--- config.mk ---
export PLATFORM = sky130hd
export DESIGN_NAME = ddu_top
export DESIGN_NICKNAME = d
export VERILOG_FILES = /design/src/core/ddu_pkg.sv /design/src/core/ddu_word_if.sv /design/src/core/ddu_top.sv /design/src/core/ddu_fifo.sv /design/src/core/ddu_serial_rx.sv
export SDC_FILE = /design/constraint.sdc
export NUM_CORES = 2
export LEC_CHECK = 0
export ABC_AREA = 1
export BUFFER_PORTS_ARGS = -buffer_cell sky130_fd_sc_hd__buf_4
export CELL_PAD_IN_SITES_DETAIL_PLACEMENT = 2
export CELL_PAD_IN_SITES_GLOBAL_PLACEMENT = 2
export CORE_MARGIN = 5
export CORE_UTILIZATION = 30
export DETAILED_ROUTE_END_ITERATION = 7
export PLACE_DENSITY_LB_ADDON = 0.1
export SLEW_MARGIN = 20
export SYNTH_ARGS = -nofsm -noshare
export SYNTH_HDL_FRONTEND = slang
export SYNTH_HIERARCHICAL = 1
export SYNTH_SLANG_ARGS = --single-unit
--- constraint.sdc ---
create_clock -name CLK -period 10.8 [get_ports CLK]
set_clock_uncertainty 0.15 [all_clocks]
set_input_delay 2.16 -clock CLK [delete_from_list [all_inputs] [get_ports CLK]]
set_output_delay 2.16 -clock CLK [all_outputs]
set_load 0.01 [all_outputs]
--- src/core/ddu_pkg.sv ---
package ddu_pkg;

   localparam int DDU_DW    = 16;
   localparam int DDU_IDX_W = 6;
   localparam int DDU_SER_W = 17;

   // register indices; byte address is four times the index
   localparam logic [DDU_IDX_W-1:0] DDU_IDX_CH0  = 6'h10;
   localparam logic [DDU_IDX_W-1:0] DDU_IDX_CH1  = 6'h12;
   localparam logic [DDU_IDX_W-1:0] DDU_IDX_CTRL = 6'h14;
   localparam logic [DDU_IDX_W-1:0] DDU_IDX_UPD  = 6'h16;
   localparam logic [DDU_IDX_W-1:0] DDU_IDX_STAT = 6'h18;
   localparam logic [DDU_IDX_W-1:0] DDU_IDX_OUT  = 6'h1a;

   // control register fields
   localparam int DDU_CTRL_MODE_LSB  = 0;
   localparam int DDU_CTRL_POSTED    = 2;
   localparam int DDU_CTRL_BIPOL_LSB = 4;

   // status register fields
   localparam int DDU_STAT_FULL_LSB  = 0;
   localparam int DDU_STAT_EMPTY_LSB = 2;
   localparam int DDU_STAT_TRIG      = 4;
   localparam int DDU_STAT_LVL0_LSB  = 8;
   localparam int DDU_STAT_LVL1_LSB  = 16;
   localparam int DDU_STAT_LVL_W     = 8;

   localparam int DDU_SER_CH_BIT = 16;

   typedef enum logic [1:0] {
      DDU_MODE_DIRECT = 2'h0,
      DDU_MODE_FIFO   = 2'h1,
      DDU_MODE_SERIAL = 2'h3
   } ddu_mode_t;

   typedef enum logic [1:0] {
      DDU_W_IDLE = 2'h0,
      DDU_W_EXEC = 2'h1,
      DDU_W_RESP = 2'h3
   } ddu_wst_t;

   localparam logic [1:0]  DDU_RESP_OKAY   = 2'h0;
   localparam logic [1:0]  DDU_RESP_DECERR = 2'h3;
   localparam logic [15:0] DDU_SIGN_FLIP   = 16'h8000;
   localparam logic        DDU_TRIG_IDLE   = 1'h1;
   localparam logic        DDU_POSTED_RST  = 1'h0;
   localparam logic [1:0]  DDU_BIPOL_RST   = 2'h0;

endpackage

--- src/core/ddu_word_if.sv ---
`timescale 1ns/1ps
interface ddu_word_if #(
   parameter int W = 16
);
   logic         valid;
   logic         ready;
   logic [W-1:0] data;

   modport src (output valid, output data, input ready);
   modport snk (input valid, input data, output ready);
endinterface

--- src/core/ddu_top.sv ---
// Register access over AXI4-Lite was chosen for this implementation.
`timescale 1ns/1ps
module ddu_top import ddu_pkg::*; #(
   parameter int FIFO_DEPTH = 16
) (
   input  wire logic        CLK,
   input  wire logic        RESET_N,
   input  wire logic [7:0]  S_AXI_AWADDR,
   input  wire logic        S_AXI_AWVALID,
   output logic             S_AXI_AWREADY,
   input  wire logic [31:0] S_AXI_WDATA,
   input  wire logic [3:0]  S_AXI_WSTRB,
   input  wire logic        S_AXI_WVALID,
   output logic             S_AXI_WREADY,
   output logic [1:0]       S_AXI_BRESP,
   output logic             S_AXI_BVALID,
   input  wire logic        S_AXI_BREADY,
   input  wire logic [7:0]  S_AXI_ARADDR,
   input  wire logic        S_AXI_ARVALID,
   output logic             S_AXI_ARREADY,
   output logic [31:0]      S_AXI_RDATA,
   output logic [1:0]       S_AXI_RRESP,
   output logic             S_AXI_RVALID,
   input  wire logic        S_AXI_RREADY,
   input  wire logic        TIMER_UPDATE_TRIGGER_N,
   input  wire logic        STREAM_CLK,
   input  wire logic        STREAM_DATA,
   input  wire logic        STREAM_FRAME,
   output logic [15:0]      OUTPUT_CHANNEL0_DATA_CODE,
   output logic [15:0]      OUTPUT_CHANNEL1_DATA_CODE,
   output logic [1:0]       DAC_BIPOLAR,
   output logic             DAC_LOAD
);
   localparam int LW = $clog2(FIFO_DEPTH) + 1;

   typedef struct packed {
      ddu_wst_t              wst;
      logic                  awready;
      logic                  wready;
      logic [DDU_IDX_W-1:0]  awidx;
      logic [31:0]           wdata;
      logic [3:0]            wstrb;
      logic                  bvalid;
      logic [1:0]            bresp;
      logic                  arready;
      logic                  rvalid;
      logic [31:0]           rdata;
      logic [1:0]            rresp;
      ddu_mode_t             mode;
      logic                  posted;
      logic [1:0]            bipolar;
      logic [1:0][15:0]      hold;
      logic [1:0][15:0]      code;
      logic [1:0][15:0]      dac;
      logic                  load;
      logic [2:0]            trig;
      logic                  trig_lvl;
   } ddu_top_st_t;

   localparam ddu_top_st_t ST_RST = '{
      wst: DDU_W_IDLE, awready: 1'b1, wready: 1'b1, arready: 1'b1,
      mode: DDU_MODE_DIRECT, posted: DDU_POSTED_RST,
      bipolar: DDU_BIPOL_RST, trig: {3{DDU_TRIG_IDLE}},
      trig_lvl: DDU_TRIG_IDLE, default: '0};

   ddu_top_st_t          st_q;
   ddu_top_st_t          st_d;
   logic [1:0]           push;
   logic [1:0]           pop;
   logic [1:0]           fin_rdy;
   logic [1:0]           fo_valid;
   logic [1:0][15:0]     fo_data;
   logic [1:0][LW-1:0]   lvl;
   logic                 use_fifo;
   logic                 is_serial;
   logic                 direct;
   logic                 trig_fall;
   logic                 hit_ch;
   logic                 wr_ch;
   logic [15:0]          wr_val;
   logic                 stall;
   logic                 wr_commit;
   logic                 upd;
   logic                 ser_ch;
   logic [15:0]          ser_val;
   logic [31:0]          rd_word;

   if (LW > DDU_STAT_LVL_W) begin : g_chk
      $error("fifo depth too large for the status level field");
   end

   ddu_word_if #(.W(DDU_DW))    fin[2] ();
   ddu_word_if #(.W(DDU_DW))    fout[2] ();
   ddu_word_if #(.W(DDU_SER_W)) ser ();

   for (genvar g = 0; g < 2; g++) begin : g_ch
      assign fin[g].valid  = push[g];
      assign fin[g].data   = wr_val;
      assign fout[g].ready = pop[g];
      assign fin_rdy[g]    = fin[g].ready;
      assign fo_valid[g]   = fout[g].valid;
      assign fo_data[g]    = fout[g].data;
      ddu_fifo #(.W(DDU_DW), .DEPTH(FIFO_DEPTH)) u_fifo (
         .clk     (CLK),
         .reset_n (RESET_N),
         .wr      (fin[g]),
         .rd      (fout[g]),
         .level   (lvl[g])
      );
   end

   ddu_serial_rx u_ser (
      .clk          (CLK),
      .reset_n      (RESET_N),
      .stream_clk   (STREAM_CLK),
      .stream_data  (STREAM_DATA),
      .stream_frame (STREAM_FRAME),
      .word         (ser)
   );
   // serial words carry no buffer; every word is taken on arrival
   assign ser.ready = 1'b1;
   assign ser_ch    = ser.data[DDU_SER_CH_BIT];
   assign ser_val   = ser.data[15:0];

   function automatic logic [15:0] merge(input logic [15:0] base,
                                         input logic [31:0] wd,
                                         input logic [3:0]  be);
      logic [15:0] r;
      r = base;
      if (be[0]) r[7:0] = wd[7:0];
      if (be[1]) r[15:8] = wd[15:8];
      return r;
   endfunction

   assign use_fifo  = st_q.mode == DDU_MODE_FIFO && st_q.posted;
   assign is_serial = st_q.mode == DDU_MODE_SERIAL;
   assign direct    = !use_fifo && !is_serial;
   assign trig_fall = st_q.trig[2] == st_q.trig[1] && !st_q.trig[2] &&
                      st_q.trig_lvl;
   assign hit_ch    = st_q.awidx == DDU_IDX_CH0 ||
                      st_q.awidx == DDU_IDX_CH1;
   assign wr_ch     = st_q.awidx == DDU_IDX_CH1;
   assign wr_val    = merge(st_q.hold[wr_ch], st_q.wdata, st_q.wstrb);
   // a full fifo holds the write response back, stalling the master
   assign stall     = st_q.wst == DDU_W_EXEC && hit_ch && use_fifo &&
                      !fin_rdy[wr_ch];
   assign wr_commit = st_q.wst == DDU_W_EXEC && !stall;
   assign upd       = trig_fall ||
                      (wr_commit && st_q.awidx == DDU_IDX_UPD);

   always_comb begin
      rd_word = '0;
      case (S_AXI_ARADDR[7:2])
         DDU_IDX_CTRL: begin
            rd_word[DDU_CTRL_MODE_LSB +: 2]  = st_q.mode;
            rd_word[DDU_CTRL_POSTED]         = st_q.posted;
            rd_word[DDU_CTRL_BIPOL_LSB +: 2] = st_q.bipolar;
         end
         DDU_IDX_STAT: begin
            rd_word[DDU_STAT_FULL_LSB +: 2]  = ~fin_rdy;
            rd_word[DDU_STAT_EMPTY_LSB +: 2] = ~fo_valid;
            rd_word[DDU_STAT_TRIG]           = st_q.trig_lvl;
            rd_word[DDU_STAT_LVL0_LSB +: LW] = lvl[0];
            rd_word[DDU_STAT_LVL1_LSB +: LW] = lvl[1];
         end
         DDU_IDX_OUT: rd_word = {st_q.code[1], st_q.code[0]};
         default: rd_word = '0;
      endcase
   end

   always_comb begin
      st_d = st_q;
      push = '0;
      pop  = '0;
      st_d.load = 1'b0;
      st_d.trig = {st_q.trig[1:0], TIMER_UPDATE_TRIGGER_N};
      if (st_q.trig[2] == st_q.trig[1]) st_d.trig_lvl = st_q.trig[2];

      // update first so a write in the same cycle stays held
      if (upd && st_q.posted) begin
         for (int c = 0; c < 2; c++) begin
            if (use_fifo) begin
               if (fo_valid[c]) begin
                  pop[c] = 1'b1;
                  st_d.code[c] = fo_data[c];
                  st_d.load = 1'b1;
               end
            end else begin
               st_d.code[c] = st_q.hold[c];
               st_d.load = 1'b1;
            end
         end
      end

      // host data writes are ignored while the stream owns the outputs
      if (wr_commit && hit_ch && !is_serial) begin
         st_d.hold[wr_ch] = wr_val;
         if (use_fifo) begin
            push[wr_ch] = 1'b1;
         end else if (!st_q.posted) begin
            st_d.code[wr_ch] = wr_val;
            st_d.load = 1'b1;
         end
      end
      if (ser.valid && is_serial) begin
         st_d.hold[ser_ch] = ser_val;
         if (!st_q.posted) begin
            st_d.code[ser_ch] = ser_val;
            st_d.load = 1'b1;
         end
      end
      if (wr_commit && st_q.awidx == DDU_IDX_CTRL && st_q.wstrb[0]) begin
         st_d.mode    = ddu_mode_t'(st_q.wdata[DDU_CTRL_MODE_LSB +: 2]);
         st_d.posted  = st_q.wdata[DDU_CTRL_POSTED];
         st_d.bipolar = st_q.wdata[DDU_CTRL_BIPOL_LSB +: 2];
      end
      // the converter takes offset binary; flipping the msb turns a
      // two's complement code into it with no other arithmetic
      for (int c = 0; c < 2; c++) begin
         st_d.dac[c] = st_d.bipolar[c] ? st_d.code[c] ^ DDU_SIGN_FLIP
                                       : st_d.code[c];
      end

      if (S_AXI_AWVALID && st_q.awready) begin
         st_d.awidx   = S_AXI_AWADDR[7:2];
         st_d.awready = 1'b0;
      end
      if (S_AXI_WVALID && st_q.wready) begin
         st_d.wdata  = S_AXI_WDATA;
         st_d.wstrb  = S_AXI_WSTRB;
         st_d.wready = 1'b0;
      end
      case (st_q.wst)
         DDU_W_IDLE: begin
            if (!st_q.awready && !st_q.wready) st_d.wst = DDU_W_EXEC;
         end
         DDU_W_EXEC: begin
            if (!stall) begin
               st_d.bvalid = 1'b1;
               st_d.bresp  = (hit_ch || st_q.awidx == DDU_IDX_CTRL ||
                              st_q.awidx == DDU_IDX_UPD ||
                              st_q.awidx == DDU_IDX_STAT ||
                              st_q.awidx == DDU_IDX_OUT) ?
                             DDU_RESP_OKAY : DDU_RESP_DECERR;
               st_d.wst    = DDU_W_RESP;
            end
         end
         DDU_W_RESP: begin
            if (S_AXI_BREADY) begin
               st_d.bvalid  = 1'b0;
               st_d.awready = 1'b1;
               st_d.wready  = 1'b1;
               st_d.wst     = DDU_W_IDLE;
            end
         end
         default: st_d.wst = DDU_W_IDLE;
      endcase

      if (S_AXI_ARVALID && st_q.arready) begin
         st_d.arready = 1'b0;
         st_d.rvalid  = 1'b1;
         st_d.rdata   = rd_word;
         case (S_AXI_ARADDR[7:2])
            DDU_IDX_CH0, DDU_IDX_CH1, DDU_IDX_CTRL, DDU_IDX_UPD,
            DDU_IDX_STAT, DDU_IDX_OUT: st_d.rresp = DDU_RESP_OKAY;
            default: st_d.rresp = DDU_RESP_DECERR;
         endcase
      end else if (st_q.rvalid && S_AXI_RREADY) begin
         st_d.rvalid  = 1'b0;
         st_d.arready = 1'b1;
      end
   end

   always_ff @(posedge CLK or negedge RESET_N) begin
      if (!RESET_N) begin
         st_q <= ST_RST;
      end else begin
         st_q <= st_d;
      end
   end

   assign S_AXI_AWREADY = st_q.awready;
   assign S_AXI_WREADY  = st_q.wready;
   assign S_AXI_BVALID  = st_q.bvalid;
   assign S_AXI_BRESP   = st_q.bresp;
   assign S_AXI_ARREADY = st_q.arready;
   assign S_AXI_RVALID  = st_q.rvalid;
   assign S_AXI_RDATA   = st_q.rdata;
   assign S_AXI_RRESP   = st_q.rresp;
   assign OUTPUT_CHANNEL0_DATA_CODE     = st_q.dac[0];
   assign OUTPUT_CHANNEL1_DATA_CODE     = st_q.dac[1];
   assign DAC_BIPOLAR   = st_q.bipolar;
   assign DAC_LOAD      = st_q.load;
endmodule

--- src/core/ddu_fifo.sv ---
`timescale 1ns/1ps
module ddu_fifo import ddu_pkg::*; #(
   parameter int W     = 16,
   parameter int DEPTH = 16
) (
   input  wire logic                   clk,
   input  wire logic                   reset_n,
   ddu_word_if.snk                     wr,
   ddu_word_if.src                     rd,
   output logic [$clog2(DEPTH):0]      level
);
   localparam int AW = $clog2(DEPTH);

   typedef struct packed {
      logic [DEPTH-1:0][W-1:0] mem;
      logic [AW:0]             wp;
      logic [AW:0]             rp;
   } ddu_fifo_st_t;

   ddu_fifo_st_t st_q;
   ddu_fifo_st_t st_d;
   logic         full;
   logic         empty;

   if (DEPTH < 2 || (1 << AW) != DEPTH) begin : g_chk
      $error("fifo depth must be a power of two, at least two");
   end

   // msb of the pointers tells a full ring from an empty one
   assign full  = st_q.wp[AW] != st_q.rp[AW] &&
                  st_q.wp[AW-1:0] == st_q.rp[AW-1:0];
   assign empty = st_q.wp == st_q.rp;
   assign wr.ready = !full;
   assign rd.valid = !empty;
   assign rd.data  = st_q.mem[st_q.rp[AW-1:0]];
   assign level    = st_q.wp - st_q.rp;

   always_comb begin
      st_d = st_q;
      if (wr.valid && !full) begin
         st_d.mem[st_q.wp[AW-1:0]] = wr.data;
         st_d.wp = st_q.wp + 1'b1;
      end
      if (rd.ready && !empty) begin
         st_d.rp = st_q.rp + 1'b1;
      end
   end

   always_ff @(posedge clk or negedge reset_n) begin
      if (!reset_n) begin
         st_q <= '0;
      end else begin
         st_q <= st_d;
      end
   end
endmodule

--- src/core/ddu_serial_rx.sv ---
`timescale 1ns/1ps
module ddu_serial_rx import ddu_pkg::*; (
   input  wire logic clk,
   input  wire logic reset_n,
   input  wire logic stream_clk,
   input  wire logic stream_data,
   input  wire logic stream_frame,
   ddu_word_if.src   word
);
   localparam int CW = $clog2(DDU_SER_W);

   typedef struct packed {
      logic [2:0]           s_clk;
      logic [2:0]           s_dat;
      logic [2:0]           s_frm;
      logic                 clk_lvl;
      logic                 dat_lvl;
      logic                 frm_lvl;
      logic [DDU_SER_W-1:0] sh;
      logic [CW-1:0]        cnt;
      logic                 valid;
   } ddu_ser_st_t;

   ddu_ser_st_t st_q;
   ddu_ser_st_t st_d;
   logic        rise;

   // a level counts only once the second and third stage agree
   assign rise = st_q.s_clk[2] == st_q.s_clk[1] && st_q.s_clk[2] &&
                 !st_q.clk_lvl;
   assign word.valid = st_q.valid;
   assign word.data  = st_q.sh;

   always_comb begin
      st_d = st_q;
      st_d.valid = 1'b0;
      st_d.s_clk = {st_q.s_clk[1:0], stream_clk};
      st_d.s_dat = {st_q.s_dat[1:0], stream_data};
      st_d.s_frm = {st_q.s_frm[1:0], stream_frame};
      if (st_q.s_clk[2] == st_q.s_clk[1]) st_d.clk_lvl = st_q.s_clk[2];
      if (st_q.s_dat[2] == st_q.s_dat[1]) st_d.dat_lvl = st_q.s_dat[2];
      if (st_q.s_frm[2] == st_q.s_frm[1]) st_d.frm_lvl = st_q.s_frm[2];
      if (!st_q.frm_lvl) begin
         st_d.cnt = '0;
      end else if (rise) begin
         // channel bit first, then data msb first
         st_d.sh = {st_q.sh[DDU_SER_W-2:0], st_q.dat_lvl};
         if (st_q.cnt == CW'(DDU_SER_W - 1)) begin
            st_d.cnt   = '0;
            st_d.valid = 1'b1;
         end else begin
            st_d.cnt = st_q.cnt + 1'b1;
         end
      end
   end

   always_ff @(posedge clk or negedge reset_n) begin
      if (!reset_n) begin
         st_q <= '0;
      end else begin
         st_q <= st_d;
      end
   end
endmodule

* After elaboration in Yosys (flattened, before gate mapping)
Cells that the tools add are included.
** Operators by class
- Add/sub/neg operators :: 7
- Multiply operators :: 0
- Div/mod/pow operators :: 0
- Magnitude comparators :: 10
- Equality and inequality tests :: 31
- Shifts and indexed selects :: 0
- Mux-type cells :: 82
- Bitwise logic cells :: 5
- Reductions and logical operators :: 56
** Operators by type and width (number)
- 256-bit bitwise mux :: 2
- 16-bit 2-to-1 mux :: 14
- 16-bit binary-select mux with 4-bit select :: 2
- 32-bit bitwise mux :: 4
- 16-bit demux with 4-bit select :: 2
- 32-bit 2-to-1 mux :: 4
- 64-bit 2-to-1 mux :: 2
- 6-bit by 5-bit equality test with 1-bit output, second input constant :: 12
- 16-bit demux with 1-bit select :: 2
- 1-bit logical AND :: 31
- 5-bit by 1-bit adder with 5-bit output, second input constant :: 5
- 2-bit 2-to-1 mux :: 12
- 4-bit by 5-bit < comparator with 1-bit output, second input constant :: 4
- 1-bit 2-to-1 mux :: 20
- 5-bit case mux with 2 select lines :: 2
- 8-bit 2-to-1 mux :: 2
- 1-bit logical NOT :: 11
- 11-bit 2-to-1 mux :: 1
- 5-bit equality test :: 2
- 5-bit 2-to-1 mux :: 2
- 5-bit subtractor :: 2
- 3-bit case mux with 3 select lines :: 1
- 4-bit equality test :: 2
- 4-bit by 1-bit greater-or-equal comparator with 1-bit output, second input constant :: 2
- other kinds (23) :: 48
** Word-level totals
- Flip-flop bits (word level) :: 740
- Latch bits :: 0
- RAM bits :: 0
- Bits in read-only memories :: 0
- Bits of input ports :: 63
- Output and inout port bits :: 76
- Word-level logic and storage cells :: 260
- Memories kept :: 0

* Depth between registers and ports, before layout
- Depth in word-level cells :: 22
- Gate-level depth with buffers :: 22
- Gate-level depth less buffers :: 18

* Hierarchy
The synthesis kept the hierarchy.
** Modules (own cells, without submodules)
- ddu_fifo at g_ch[1].u_fifo :: instances 1, cells an instance 2104, area an instance 14990.6 um^2, seq. area each 6656.4 um^2
- ddu_fifo at g_ch[0].u_fifo :: instances 1, cells an instance 2104, area an instance 14841.7 um^2, seq. area each 6656.4 um^2
- ddu_top :: instances 1, cells an instance 1113, area an instance 8220.4 um^2, seq. area each 3537.1 um^2
- ddu_serial_rx :: instances 1, cells an instance 149, area an instance 1497.7 um^2, seq. area each 875.8 um^2

* Least setup slack after synthesis
No wires, ideal clock.
- Path kind :: reg-to-reg
- From :: register g_ch[0].u_fifo/st_q[3] in the netlist's numbering
- To :: register g_ch[1].u_fifo/st_q[116] in the netlist's numbering
- Library setup time :: 0.066 ns
- Data arrival time :: 3.775 ns
- Data required time :: 10.584 ns
- Setup slack :: 6.808 ns
- Stages on the path, launching flop included :: 23
- Buffers on the path :: 9
- Clock period less this slack :: 3.992 ns
- Path through :: dfrtp_1 -> inv_1 -> clkbuf_1 -> clkbuf_1 -> ha_1 -> nand2_1 -> nor2_2 -> nand2_2 -> buf_6 -> clkbuf_1 -> nand2_1 -> nand3_1 -> nand2_2 -> nor2_4 -> inv_2 -> buf_4 -> buf_6 -> nor2_1 -> buf_4 -> clkbuf_1 -> buf_1 -> nand4_1 -> nand2_1
** On the way
- Cells in the longest elaborated chain, start to end :: 13
** Ends and longest elaborated chain
- start: declaration :: RTL line ddu_fifo.sv:20 : ddu_fifo_st_t st_q;
- start signal: assignment :: RTL line ddu_fifo.sv:53 : st_q <= st_d;
- 4-bit equality test :: RTL line ddu_fifo.sv:31 : st_q.wp[AW-1:0] == st_q.rp[AW-1:0];
- 1-bit logical AND :: RTL line ddu_fifo.sv:30 : assign full = st_q.wp[AW] != st_q.rp[AW] &&
- 1-bit logical NOT :: RTL line ddu_fifo.sv:33 : assign wr.ready = !full;
- net fin[0].ready :: RTL line ddu_word_if.sv:6 : logic ready;
- 1-bit 2-to-1 mux (implied by the code) (2 in a row) :: RTL line ddu_top.sv:146 : !fin_rdy[wr_ch];
- 1-bit logical NOT :: RTL line ddu_top.sv:146
- 1-bit logical AND :: RTL line ddu_top.sv:145 : assign stall = st_q.wst == DDU_W_EXEC && hit_ch && use_fifo &&
- 1-bit logical NOT
- 1-bit logical AND :: RTL line ddu_top.sv:147 : assign wr_commit = st_q.wst == DDU_W_EXEC && !stall;
- 1-bit logical AND (2 in a row) :: RTL line ddu_top.sv:196 : if (wr_commit && hit_ch && !is_serial) begin
- 2-bit 2-to-1 mux :: RTL line ddu_top.sv:196
- net push[1] :: RTL line ddu_top.sv:68 : logic [1:0] push;
- 1-bit logical AND :: RTL line ddu_fifo.sv:40 : if (wr.valid && !full) begin
- end signal: assignment :: RTL line ddu_fifo.sv:53
- end: declaration :: RTL line ddu_fifo.sv:20
The timed path passes the listed nets, and every way through them passes these cells. The select of a mux whose other input is x is not followed.
A chain may end at the register's enable or synchronous reset.

* Final worst setup path
- From :: register g_ch[1].u_fifo/st_q[2] in the netlist's numbering
- To :: register g_ch[1].u_fifo/st_q[259] in the netlist's numbering
** On the way
- Cells in the longest elaborated chain, start to end :: 13
** Ends and longest elaborated chain (RTL line)
- 4-bit equality test :: ddu_fifo.sv:31
- 1-bit logical AND :: ddu_fifo.sv:30
- 1-bit logical NOT :: ddu_fifo.sv:33
- net fin[1].ready :: ddu_word_if.sv:6
- 1-bit 2-to-1 mux (implied by the code) (2 in a row) :: ddu_top.sv:146
- 1-bit logical NOT :: ddu_top.sv:146
- 1-bit logical AND :: ddu_top.sv:145
- 1-bit logical NOT
- 1-bit logical AND :: ddu_top.sv:147
- 1-bit logical AND (2 in a row) :: ddu_top.sv:196
- 2-bit 2-to-1 mux :: ddu_top.sv:196
- net push[1] :: ddu_top.sv:68
- 1-bit logical AND :: ddu_fifo.sv:40
The timed path passes the listed nets, and every way through them passes these cells. The select of a mux whose other input is x is not followed.

==> flow_metrics.tcl <==
set metrics [dict create \
    die_height_um 373.1 \
    min_period_over_period_pct 57.80 \
    initial_core_util_pct 30.12 \
    clock-sinks 708 \
    root_buffer "clkbuf_16" \
    rows 133 \
    grt_use_total_pct 24.83 \
    wl_um 176100 \
    syn_area_per_cell_um2 7.231 \
    dp_hpwl_um 108700 \
    dpl_worst_slack_ps 4615 \
    grt_setup_unrepaired "no" \
    drv_cap 0 \
    path_clk_slew_ps 60 \
    num_vias 37090 \
    ant_nets 0 \
    gp_congestion 0.7879 \
    worstSkewPairLatency_ps 690 \
    grt_max_degree 148 \
    port_buffers 116 \
    drive_gt1_share_pct 9.357 \
    grt_pass1_vias 39118 \
    syn2layout_area_growth_pct 11.68 \
    synthCells 5469 \
    fin_tns_setup_ps 0 \
    postCtsSetupRepairBufs 0 \
    status "finished clean" \
    drt-wirelength-per-cell_um 24.73 \
    grt_overflow 0 \
    firstDrtPassIters 5 \
    end_kind "register" \
    cts_tree "yes" \
    setup.worst_path.class "register to register" \
    hold_path_class "register to register" \
    cts_htree_levels 3 \
    die_x_um 373.1 \
    antenna_found_initial 11 \
    cts_buffers 92 \
    cts_resized 0 \
    irDropWorstVdd_mv 0.1234 \
    setup_ws_ps 4557 \
    regArea_um2 17740 \
    total_power_mw 7.951 \
    multi_input_area_um2 16870 \
    drt_first_iter_violations 2381 \
    p_per_area_nw_per_um2 180.0 \
    hold_violations 0 \
    ctsHoldBuffers 0 \
    drt_drc_violations_left 0 \
    yosysWarnings 6 \
    fillers 15354 \
    tightest_slew_ps 1038 \
    arrival_ps 6650 \
    cts_buffer_depth 3 \
    ios 139 \
    cp_max_fo 127 \
    synth_area_um2 39550 \
    fin_util_pct 33.64 \
    vias_per_cell 5.209 \
    slew_headroom_pct 30.52 \
    synthesis.nets 5556 \
    slew_violations 0 \
    nets 5379 \
    finalCriticalPeriod_ps 6243 \
    die-area_um2 139200 \
    startpoint_type "register" \
    grt_pass1_wl_um 263300 \
    max_freq_mhz 160.2 \
    p_leak_nw 22.63 \
    setup_viol 0 \
    diodes 0 \
    crit_required_ps 11210 \
    core_area_um2 131300 \
]
==> critical path, cell delays in order, from the launching register on <==
cell and delay (ps):
dfrtp_1 350, clkinv_1 600, ha_1 620, nand2_1 110
nor2_1 90, nand2_4 460, nand3_1 420, nand3_1 240
nand2_2 120, nor2_4 180, inv_2 310, nor2_4 240
buf_12 430, buf_4 640, nand3_2 570, nand2_1 220
nand2_1 70
==> final cells by class <==
| cell class | count | area share [%] |
|---|---|---|
| flip-flops and latches | 708 | 40.16 |
| multi-input cells | 3600 | 38.20 |
| inverters | 667 | 5.680 |
| repair buffers | 223 | 4.063 |
| well taps | 1755 | 4.972 |
| clock buffers | 147 | 6.391 |
| clock inverters | 20 | 0.5326 |
==> metrics by stage <==
step | instance area (µm²) | hold slack [ps] | instances
after floorplan | 39550 | 181.2 | 5469
after global placement | 41110 | 182.0 | 6953
after detailed placement | 41110 | 190.9 | 6953
after CTS | 44160 | 202.6 | 7120
after global routing | 44160 | 205.2 | 7120
final | 44160 | 200.7 | 7120
==> layout by cell type, fill, tap and decap left out, types with 3 or more instances in the layout <==
| cell type | n |
|---|---|
| a21oi_1 | 50 |
| a22oi_1 | 4 |
| a31oi_1 | 25 |
| buf_12 | 9 |
| buf_4 | 213 |
| bufinv_16 | 4 |
| clkbuf_1 | 27 |
| clkbuf_16 | 95 |
| clkbuf_8 | 25 |
| clkinv_1 | 8 |
| clkinv_2 | 10 |
| dfrtp_1 | 697 |
| dfstp_2 | 7 |
| ha_1 | 22 |
| inv_1 | 646 |
| inv_2 | 11 |
| nand2_1 | 2157 |
| nand2_2 | 10 |
| nand2_4 | 3 |
| nand3_1 | 390 |
| nand3_2 | 32 |
| nand4_1 | 514 |
| nor2_1 | 91 |
| nor2_2 | 38 |
| nor2_4 | 6 |
| nor3_1 | 4 |
| o211ai_1 | 29 |
| o21ai_0 | 109 |
| o21ai_1 | 16 |
| o21ai_2 | 4 |
| o21ai_4 | 15 |
| o22ai_1 | 19 |
| o31ai_1 | 17 |
| xnor2_1 | 8 |
| xor2_1 | 19 |
==> worst paths after layout <==
| kind | from | endpoint | slack, ps | cells after the start |
|---|---|---|---|---|
| setup / recovery | g_ch[1].u_fifo/st_q[2] | g_ch[1].u_fifo/st_q[259] | 4560 | 16 |
| min in group asynchronous | RESET_N | g_ch[1].u_fifo/st_q[246] | 1280 | 1 |
| max in group asynchronous | RESET_N | g_ch[1].u_fifo/st_q[0] | 6860 | 3 |
| hold / removal | u_ser/st_d[30] | u_ser/st_d[31] | 200 | 0 |
| setup reg to reg | g_ch[1].u_fifo/st_q[2] | g_ch[1].u_fifo/st_q[259] | 4560 | 16 |
| hold reg to reg | u_ser/st_d[30] | u_ser/st_d[31] | 200 | 0 |
==> layer usage <==
| metal | global-route usage (%) | wire, µm | vias up | part of all wire (%) |
|---|---|---|---|---|
| met5 | 0 | 0 | - | 0 |
| met4 | 7.581 | 5533 | 0 | 3.1 |
| met3 | 2.702 | 6284 | 211 | 3.6 |
| met2 | 41.09 | 82770 | 575 | 47 |
| met1 | 34.27 | 81510 | 19335 | 46 |
| li1 | - | - | 16969 | - |
==> report_power, final <==
group / internal (mW) / leakage (nW) / switching [mW]
Sequential: 2.80 / 9.69 / 0.176
Clock: 1.88 / 1.50 / 1.30
Combinational: 0.324 / 11.4 / 1.47
==> sequential cells by signal, summed over array words and instances (netlist names), 2 cells and up <==
name	flops
g_ch.u_fifo/st_q	532
st_q	65
S_AXI_RDATA	32
u_ser/word.data	17
OUTPUT_CHANNEL0_DATA_CODE	16
OUTPUT_CHANNEL1_DATA_CODE	16
u_ser/st_q	11
u_ser/st_d	6
DAC_BIPOLAR	2
st_d	2
No activity file was read; power rests on OpenSTA's default activity.
